## src/core/rcg_pkg.sv

```systemverilog
// rcg_pkg: constants, register map and carrier types of the remote io command gate.
// assumes a single pclk domain; all remote pins are asynchronous to it.
package rcg_pkg;
	// register byte offsets
	localparam logic [11:0] RCG_OFS_CTRL = 12'h000;
	localparam logic [11:0] RCG_OFS_STATE = 12'h004;
	localparam logic [11:0] RCG_OFS_EVENTS = 12'h008;
	localparam logic [11:0] RCG_OFS_CAPTURE = 12'h00c;
	localparam logic [11:0] RCG_OFS_PINS = 12'h010;
	localparam logic [11:0] RCG_OFS_UNIT0 = 12'h080;
	localparam int RCG_UNIT_IDX_LSB = 2;
	localparam int RCG_UNIT_IDX_W = 5;
	localparam int RCG_NUM_UNITS = 32;
	// ctrl fields
	localparam int RCG_CTRL_ASSIGNED = 0;
	localparam int RCG_CTRL_SRC_REMOTE = 1;
	localparam int RCG_CTRL_LP_PAUSE = 2;
	localparam logic [2:0] RCG_CTRL_RESET = 3'h0;
	// state register reset value (ready, running, paused, error, estop, guard, teach)
	localparam logic [6:0] RCG_STATE_RESET = 7'h00;
	// capture fields
	localparam int RCG_CAP_PROG_LSB = 0;
	localparam int RCG_CAP_CMDUNIT_LSB = 8;
	localparam int RCG_CAP_SHOWUNIT_LSB = 16;
	localparam int RCG_CAP_LOWPWR = 24;
	// synchroniser depth
	localparam int RCG_SYNC_STAGES = 3;
	localparam int RCG_PROG_W = 6;
	localparam int RCG_UNIT_W = 5;
	localparam logic [4:0] RCG_UNIT_ALL = 5'h00;

	typedef struct packed {
		logic start;
		logic stop;
		logic pause;
		logic resume;
		logic reset;
		logic low_power;
		logic unit_show;
		logic motors_enable_cmd;
		logic motors_disable_cmd;
		logic [5:0] program_select;
		logic [4:0] unit_select;
	} rcg_pins_t;
	localparam int RCG_PINS_W = $bits(rcg_pins_t);

	typedef struct packed {
		logic start;
		logic stop;
		logic pause;
		logic resume;
		logic reset;
		logic motors_on;
		logic unit_show;
		logic lp_stop;
		logic lp_pause;
	} rcg_evt_t;
	localparam int RCG_EVT_W = $bits(rcg_evt_t);

	typedef struct packed {
		logic ready;
		logic running;
		logic paused;
		logic error;
		logic emergency_stop_active;
		logic guard_open_flag;
		logic manual_teach_flag;
	} rcg_state_t;

	typedef struct packed {
		logic motors_energised;
		logic parked_flag;
		logic high_power_flag;
		logic calibration_needed;
	} rcg_unit_t;

	typedef struct packed {
		logic remote_active;
		rcg_state_t st;
		rcg_unit_t unit;
	} rcg_stat_t;
endpackage

```

## src/core/rcg_sync.sv

```systemverilog
// rcg_sync: three-stage synchroniser with agreement filter and rising-edge pulse per bit.
// assumes asynchronous inputs; outputs are in the pclk domain.
`timescale 1ns/10ps
module rcg_sync import rcg_pkg::*; #(
	parameter int W = RCG_PINS_W
) (
	input wire logic pclk, // system clock
	input wire logic presetn, // async reset, active low
	input wire logic [W-1:0] pin, // raw asynchronous inputs
	output logic [W-1:0] level, // filtered level
	output logic [W-1:0] rise // one-cycle pulse on accepted rising change
);
	logic [W-1:0] s1_q;
	logic [W-1:0] s2_q;
	logic [W-1:0] s3_q;

	genvar i;
	generate
		for (i = 0; i < W; i++) begin : g_bit
			always_ff @(posedge pclk or negedge presetn) begin
				if (!presetn) begin
					s1_q[i] <= 1'b0;
					s2_q[i] <= 1'b0;
					s3_q[i] <= 1'b0;
					level[i] <= 1'b0;
					rise[i] <= 1'b0;
				end else begin
					s1_q[i] <= pin[i];
					s2_q[i] <= s1_q[i];
					s3_q[i] <= s2_q[i];
					// a change only counts once the last two stages agree
					if (s2_q[i] == s3_q[i]) begin
						level[i] <= s3_q[i];
					end
					rise[i] <= (s2_q[i] == s3_q[i]) && s3_q[i] && !level[i];
				end
			end
		end
	endgenerate
endmodule

```

## src/core/rcg_top.sv

```systemverilog
// rcg_top: remote io command gate; filters remote command pins, checks acceptance and
// reports status pins. software reaches control, state and unit tables over apb.
// assumes the controller firmware keeps state and unit registers current.
`timescale 1ns/10ps
module rcg_top import rcg_pkg::*; (
	input wire logic pclk, // 25 MHz system clock
	input wire logic presetn, // async reset, active low
	input wire logic psel, // apb select
	input wire logic penable, // apb access phase
	input wire logic pwrite, // apb direction
	input wire logic [11:0] paddr, // apb byte address
	input wire logic [31:0] pwdata, // apb write data
	output logic [31:0] prdata, // apb read data
	output logic pready, // apb ready
	output logic pslverr, // apb error on unmapped address
	input wire rcg_pins_t rio_in, // remote command pins from host
	output rcg_stat_t rio_out, // remote status pins to host
	output rcg_evt_t cmd_evt, // accepted command pulses to the controller
	output logic [5:0] main_number, // function number taken at start
	output logic [4:0] target_unit, // robot number taken at motors enable
	output logic low_power_force // forced low power level
);
	rcg_pins_t lvl;
	rcg_pins_t rise;
	logic [RCG_PINS_W-1:0] lvl_v;
	logic [RCG_PINS_W-1:0] rise_v;

	rcg_sync #(.W(RCG_PINS_W)) u_sync (
		.pclk(pclk),
		.presetn(presetn),
		.pin(rio_in),
		.level(lvl_v),
		.rise(rise_v)
	);
	assign lvl = rcg_pins_t'(lvl_v);
	assign rise = rcg_pins_t'(rise_v);

	// registers
	logic [2:0] ctrl_q;
	rcg_state_t state_q;
	rcg_evt_t evt_sticky_q;
	rcg_evt_t evt_d;
	rcg_unit_t unit_mem [RCG_NUM_UNITS];
	logic [4:0] show_unit_q;
	logic [5:0] prog_q;
	logic [4:0] cmd_unit_q;
	logic remote_active;

	// apb slave: answer one cycle into the access phase so read data comes from a flop
	logic acc;
	logic done;
	logic wr;
	logic [11:0] a;
	logic unit_hit;
	logic [4:0] unit_idx;
	logic mapped;
	logic [31:0] rd_d;
	assign acc = psel && penable;
	assign done = acc && pready;
	assign wr = done && pwrite;
	assign a = paddr;
	assign unit_hit = (a[11:7] == RCG_OFS_UNIT0[11:7]) && (a[1:0] == 2'b00);
	assign unit_idx = a[RCG_UNIT_IDX_LSB +: RCG_UNIT_IDX_W];
	assign mapped = unit_hit || (a == RCG_OFS_CTRL) || (a == RCG_OFS_STATE)
		|| (a == RCG_OFS_EVENTS) || (a == RCG_OFS_CAPTURE) || (a == RCG_OFS_PINS);

	always_comb begin
		rd_d = 32'h0000_0000;
		if (unit_hit) begin
			rd_d[3:0] = unit_mem[unit_idx];
		end else begin
			case (a)
				RCG_OFS_CTRL: rd_d[2:0] = ctrl_q;
				RCG_OFS_STATE: rd_d[6:0] = state_q;
				RCG_OFS_EVENTS: rd_d[RCG_EVT_W-1:0] = evt_sticky_q;
				RCG_OFS_CAPTURE: begin
					rd_d[RCG_CAP_PROG_LSB +: RCG_PROG_W] = prog_q;
					rd_d[RCG_CAP_CMDUNIT_LSB +: RCG_UNIT_W] = cmd_unit_q;
					rd_d[RCG_CAP_SHOWUNIT_LSB +: RCG_UNIT_W] = show_unit_q;
					rd_d[RCG_CAP_LOWPWR] = lvl.low_power;
				end
				RCG_OFS_PINS: rd_d[RCG_PINS_W-1:0] = lvl_v;
				default: rd_d = 32'h0000_0000;
			endcase
		end
	end

	always_ff @(posedge pclk or negedge presetn) begin
		if (!presetn) begin
			pready <= 1'b0;
			prdata <= 32'h0000_0000;
			pslverr <= 1'b0;
		end else begin
			pready <= acc && !pready;
			if (acc && !pready) begin
				prdata <= pwrite ? 32'h0000_0000 : rd_d;
				pslverr <= !mapped;
			end else begin
				pslverr <= 1'b0;
			end
		end
	end

	always_ff @(posedge pclk or negedge presetn) begin
		if (!presetn) begin
			ctrl_q <= RCG_CTRL_RESET;
			state_q <= RCG_STATE_RESET;
		end else if (wr && a == RCG_OFS_CTRL) begin
			ctrl_q <= pwdata[2:0];
		end else if (wr && a == RCG_OFS_STATE) begin
			state_q <= pwdata[6:0];
		end
	end

	// unit table holds only data, so it needs no reset
	always_ff @(posedge pclk) begin
		if (wr && unit_hit) begin
			unit_mem[unit_idx] <= pwdata[3:0];
		end
	end

	// acceptance
	assign remote_active = ctrl_q[RCG_CTRL_ASSIGNED] && ctrl_q[RCG_CTRL_SRC_REMOTE];
	logic gate; // remote active and not in teach
	logic gate_ne; // additionally no pending error
	logic clear_run;
	assign gate = remote_active && !state_q.manual_teach_flag;
	assign gate_ne = gate && !state_q.error;
	assign clear_run = state_q.ready && !state_q.error && !state_q.emergency_stop_active
		&& !state_q.guard_open_flag;

	always_comb begin
		evt_d = '0;
		evt_d.start = rise.start && gate_ne && clear_run && !lvl.pause && !lvl.stop;
		evt_d.stop = rise.stop && gate_ne;
		evt_d.pause = rise.pause && gate_ne && state_q.running;
		evt_d.resume = rise.resume && gate_ne && state_q.paused && !lvl.pause
			&& !lvl.stop;
		evt_d.reset = rise.reset && gate && state_q.ready;
		evt_d.motors_on = rise.motors_enable_cmd && gate_ne && state_q.ready
			&& !state_q.emergency_stop_active && !state_q.guard_open_flag
			&& !lvl.motors_disable_cmd;
		evt_d.unit_show = rise.unit_show && gate_ne;
		// forced low power is honoured even without remote active
		evt_d.lp_stop = rise.low_power && !ctrl_q[RCG_CTRL_LP_PAUSE];
		evt_d.lp_pause = rise.low_power && ctrl_q[RCG_CTRL_LP_PAUSE];
	end

	always_ff @(posedge pclk or negedge presetn) begin
		if (!presetn) begin
			cmd_evt <= '0;
		end else begin
			cmd_evt <= evt_d;
		end
	end

	// sticky copy for software; a new event wins over a write-one clear
	always_ff @(posedge pclk or negedge presetn) begin
		if (!presetn) begin
			evt_sticky_q <= '0;
		end else if (wr && a == RCG_OFS_EVENTS) begin
			evt_sticky_q <= (evt_sticky_q & ~rcg_evt_t'(pwdata[RCG_EVT_W-1:0])) | evt_d;
		end else begin
			evt_sticky_q <= evt_sticky_q | evt_d;
		end
	end

	// function number is the weighted sum of the select bits, zero being the base one
	always_ff @(posedge pclk or negedge presetn) begin
		if (!presetn) begin
			prog_q <= 6'h00;
		end else if (evt_d.start) begin
			prog_q <= lvl.program_select;
		end
	end

	always_ff @(posedge pclk or negedge presetn) begin
		if (!presetn) begin
			cmd_unit_q <= RCG_UNIT_ALL;
		end else if (evt_d.motors_on) begin
			cmd_unit_q <= lvl.unit_select;
		end
	end

	always_ff @(posedge pclk or negedge presetn) begin
		if (!presetn) begin
			show_unit_q <= RCG_UNIT_ALL;
		end else if (evt_d.unit_show) begin
			show_unit_q <= lvl.unit_select;
		end
	end

	// unit zero shows the union of robots 1 to 31; unit table entry 0 is left out
	rcg_unit_t shown;
	always_comb begin
		shown = '0;
		if (show_unit_q == RCG_UNIT_ALL) begin
			for (int k = 1; k < RCG_NUM_UNITS; k++) begin
				shown = shown | unit_mem[k];
			end
		end else begin
			shown = unit_mem[show_unit_q];
		end
		if (lvl.low_power) begin
			shown.high_power_flag = 1'b0;
		end
	end

	// status pins follow state in every mode, teach included
	always_ff @(posedge pclk or negedge presetn) begin
		if (!presetn) begin
			rio_out <= '0;
		end else begin
			rio_out.remote_active <= remote_active;
			rio_out.st <= state_q;
			rio_out.unit <= shown;
		end
	end

	always_ff @(posedge pclk or negedge presetn) begin
		if (!presetn) begin
			main_number <= 6'h00;
			target_unit <= RCG_UNIT_ALL;
			low_power_force <= 1'b0;
		end else begin
			main_number <= prog_q;
			target_unit <= cmd_unit_q;
			low_power_force <= lvl.low_power;
		end
	end
endmodule

```

## config.mk

```make
export PLATFORM = sky130hd
export DESIGN_NAME = rcg_top
export DESIGN_NICKNAME = d
export VERILOG_FILES = /design/src/core/rcg_pkg.sv /design/src/core/rcg_sync.sv /design/src/core/rcg_top.sv
export SDC_FILE = /design/constraint.sdc
export NUM_CORES = 1
export LEC_CHECK = 0
export BUFFER_PORTS_ARGS = -buffer_cell sky130_fd_sc_hd__buf_2
export CORE_UTILIZATION = 40
export CTS_CLUSTER_DIAMETER = 50
export DETAILED_ROUTE_END_ITERATION = 10
export GPL_TIMING_DRIVEN = 0
export PLACE_DENSITY_LB_ADDON = 0.15
export SLEW_MARGIN = 40
export SYNTH_ARGS = -nofsm -noshare
export SYNTH_HDL_FRONTEND = slang
export SYNTH_SLANG_ARGS = --single-unit
```

## constraint.sdc

```tcl
create_clock -name pclk -period 5.6 [get_ports pclk]
set_clock_uncertainty 0.2 [all_clocks]
set_input_delay 0 -clock pclk [delete_from_list [all_inputs] [get_ports pclk]]
set_output_delay 0 -clock pclk [all_outputs]
set_load 0.05 [all_outputs]
```

==> results.tsv <==
stage	metric	value	unit
yosys	synth_cell_type_count	65	
floorplan	die_width	181	um
layout	postLayoutCellArea	15800	um^2
pwr	vdd_ir_drop_max	0.250	mV
floorplan	core_area	31500	um^2
yosys	yosysSeqAreaShare	65.3	%
critical_path	endpoint	prdata[2]	
grt	grt_first_pass_wirelength	55000	um
sta	relSlewSlack	46.2	%
clock_network	tritoncts	done	
layout	stdcell_count	1447	
grt	pin_count_of_the_biggest_net_entering_global_routing	75	
critical_path	crit_path_max_fanout	6	
routing	drc_violations_left	0	
sta	max_clock_freq	259	MHz
grt	via_count_of_the_first_global_routing_pass	8398	
floorplan	rows	65	
pwr	static-leakage-power	6.45	nW
yosys	netlist.area_leader.share	35.2	%
placed_design	dpl-instance-area	13900	um^2
routing	dr.pass1.iters	6	
clock_network	cts_max_path_buffers	3	
yosys	yosys_warnings	0	
placed_design	routabilityCongestion	0.919	
pwr	power.share.clock	46.3	%
pwr	combPwrFrac	5.3	%
floorplan	i_o_pins	136	
sta	rsz0062_at_grt	no	
critical_path	crit_path_end_kind	register	
yosys	synth_area_per_cell	16.0	um^2
placed_design	estimated_wirelength_of_the_detail_placed_design	25400	um
grt	grt_overflow	0	
critical_path	r2r_start	pready	
routing	wire_per_inst	25.3	um
yosys	post_synth_most_frequent_cells	sky130_fd_sc_hd__dfrtp_1 (180), sky130_fd_sc_hd__edfxtp_1 (128), sky130_fd_sc_hd__nor2_1 (56)	
layout	finish.net_count	1096	
placed_design	dp.cells	1313	
layout	drive_gt1_share	28.4	%
clock_network	clk_transition_reported_paths	50	ps
routing	vias	8281	
routing	finalWirelength	36600	um
floorplan	initial_core_util	40.6	%
pwr	power_switching_share	22.4	%
sta	final_sum_of_negative_setup_slack	0	ps
grt	antenna_found_initial	0	
pwr	net_switching_component_of_the_power	1.13	mW
clock_network	tritoncts_buffers	38	
pwr	p_int	3.92	mW
status	outcome	finished clean	
sta	tightestPinTransition	803	ps
clock_network	postCtsSetupBuffers	0	
floorplan	design.die.area	32700	um^2
critical_path	data_arrival_time_of_the_critical_path	4110	ps
layout	layout-area-overhead-vs-synth	23.4	%
critical_path	setup.worst_path.start_class	primary input	
yosys	asyncSetResetFlopFracSynth	58.4	%
yosys	synth_top_cells_by_area	sky130_fd_sc_hd__dfrtp_1 (35%), sky130_fd_sc_hd__edfxtp_1 (30%), sky130_fd_sc_hd__mux4_2 (8.5%), sky130_fd_sc_hd__mux2_2 (3.9%), sky130_fd_sc_hd__mux4_1 (2.1%)	
job	drv_cap	0	
placed_design	port_buffers	100	
yosys	ys.flop_type	sky130_fd_sc_hd__dfrtp_1	
sta	final_max_slew_viol_count	0	
yosys	synthCells	800	
pwr	seq_power_share	48.4	%
yosys	post-synth-top-count-cell	sky130_fd_sc_hd__dfrtp_1	
critical_path	timing.rr.end	prdata[2]	
clock_network	clock_sinks	308	
sta	final_period_minus_worst_setup_slack	3860	ps
yosys	number_of_synthesized_flops_with_an_enable_pin	128	
clock_network	clock-root-buffer	sky130_fd_sc_hd__clkbuf_16	
critical_path	criticalPathCategory	in -> reg	
sta	finalCritPeriodShare	68.9	%
pwr	cellPowerDensity	320	nW/um^2
sta	hold_viol	0	
sta	setup_viol_count_final	0	
yosys	syn-cell-area	12800	um^2
critical_path	r2r_setup_slack	2060	ps
critical_path	start_point_of_the_critical_path	paddr[10]	
yosys	post-synth-top-area-cell	sky130_fd_sc_hd__dfrtp_1	
yosys	ys_seq_elements	308	
clock_network	clock_latency	520	ps
clock_network	cts_max_level	2	
floorplan	die_y	181	um
worst_hold_path	holdCritPathClass	in -> reg	
routing	via_per_inst	5.72	
routing	drtAntennaViolNets	0	
routing	drt_iter0_drc	802	
critical_path	critical_path_required	5850	ps
critical_path	reg2reg_depth	8	
grt	groute.usage.overall	23.1	%
## sequential cells by signal, summed over array words and instances, names as in the netlist
signal and count:
u_sync.level 20, u_sync.s1_q 20, pready 1, show_unit_q 5, u_sync.s3_q 20, u_sync.rise 8
ctrl_q 3, target_unit 5, cmd_evt 9, u_sync.s2_q 20, main_number 6, evt_sticky_q 9
unit_mem 128, state_q 7, low_power_force 1, prdata 22, prog_q 6, pslverr 1
cmd_unit_q 5, rio_out 12
## cells by family after synthesis
logic type	count (synthesis)	share of synthesized area (%)
other cells	1	0.0293
simple gates	202	8.62
fa+ha+maj	20	1.72
flops	308	65.3
compound gates	91	5.51
xor+xnor	1	0.0685
mux	125	16.3
buf+inv	52	2.47
## cell type report
cell class / count / area (um^2)
sequential: 308 / 8350
buffer: 47 / 297
clock buffer: 47 / 1040
clock inverter: 18 / 161
multi-input combinational: 449 / 4160
tap: 402 / 503
inverter: 5 / 18.8
timing repair buffer: 170 / 1260
fill: 2683 / 15700
antenna: 1 / 2.50
## worst max-delay path, stage by stage
cell	delay (ps)
sky130_fd_sc_hd__dlygate4sd3_1	540
sky130_fd_sc_hd__buf_2	140
sky130_fd_sc_hd__nor4_4	270
sky130_fd_sc_hd__dlygate4sd3_1	720
sky130_fd_sc_hd__nand3b_1	220
sky130_fd_sc_hd__nor4_1	350
sky130_fd_sc_hd__dlygate4sd3_1	590
sky130_fd_sc_hd__o21ai_0	70
sky130_fd_sc_hd__dlygate4sd3_1	550
sky130_fd_sc_hd__o211ai_1	80
sky130_fd_sc_hd__dlygate4sd3_1	570
## stage by stage
stage          hold WS, ps  power (mW)  util (%)  setup WS, ps
3_3_place_gp         -91.8        2.71      43.9          1270
6_report              24.9        5.05      50.1          1740
3_5_place_dp          -292        2.72      44.1          2710
2_1_floorplan         -496        2.59         -          3350
5_1_grt               52.3        5.20      50.1          1530
4_1_cts               7.67        5.08      50.1          1770
## cell usage in the layout (no fill, tap or decap), drive strengths merged, types with 13 or more instances in the layout
cell / synthesis / final
a21o: 19 / 19
a22o: 18 / 18
buf: 40 / 143
clkbuf: 7 / 54
clkinv: 1 / 13
dfrtp: 180 / 180
dlygate4sd3: 0 / 67
edfxtp: 128 / 128
mux2: 44 / 44
mux2i: 22 / 22
mux4: 59 / 59
nand2: 32 / 32
nand4: 14 / 14
nor2: 56 / 56
nor2b: 15 / 15
nor3: 14 / 14
nor4: 33 / 33
## power by group through the flow
stage	Sequential, mW	Clock [mW]	Combinational [mW]
after detailed placement	2.49	0	0.234
final	2.44	2.34	0.269
after global placement	2.49	0	0.227
after floorplan	2.48	0	0.112
after CTS	2.44	2.37	0.270
after global routing	2.45	2.46	0.290
## timing repair
item / in CTS / in global routing
gates resized for setup: 0 / 0
endpoints found under the setup margin: 0 / 0
hold buffers: 68 / 0
endpoints found under the hold margin: 356 / 0
## how the worst min path moves through the flow
stage | cells after the start | from | end | slack (ps)
floorplan | 0 | presetn | cmd_evt[0] | -500
global placement | 1 | rio_in[19] | u_sync.s1_q[19] | -90
detailed placement | 1 | presetn | rio_out[1] | -290
CTS | 6 | paddr[9] | prdata[6] | 8
global route | 5 | paddr[11] | ctrl_q[1] | 50
finish | 5 | paddr[9] | ctrl_q[0] | 20
## layer usage
layer	share of wire (%)	up-vias	wire length, um	track usage, %
li1	-	3574	-	-
met1	43	4256	15700	32.5
met2	47	384	17100	36.2
met3	8.0	67	2930	4.96
met4	2.4	0	867	6.36
met5	0	-	0	0
Note: power is estimated with default switching activity, not from simulation.
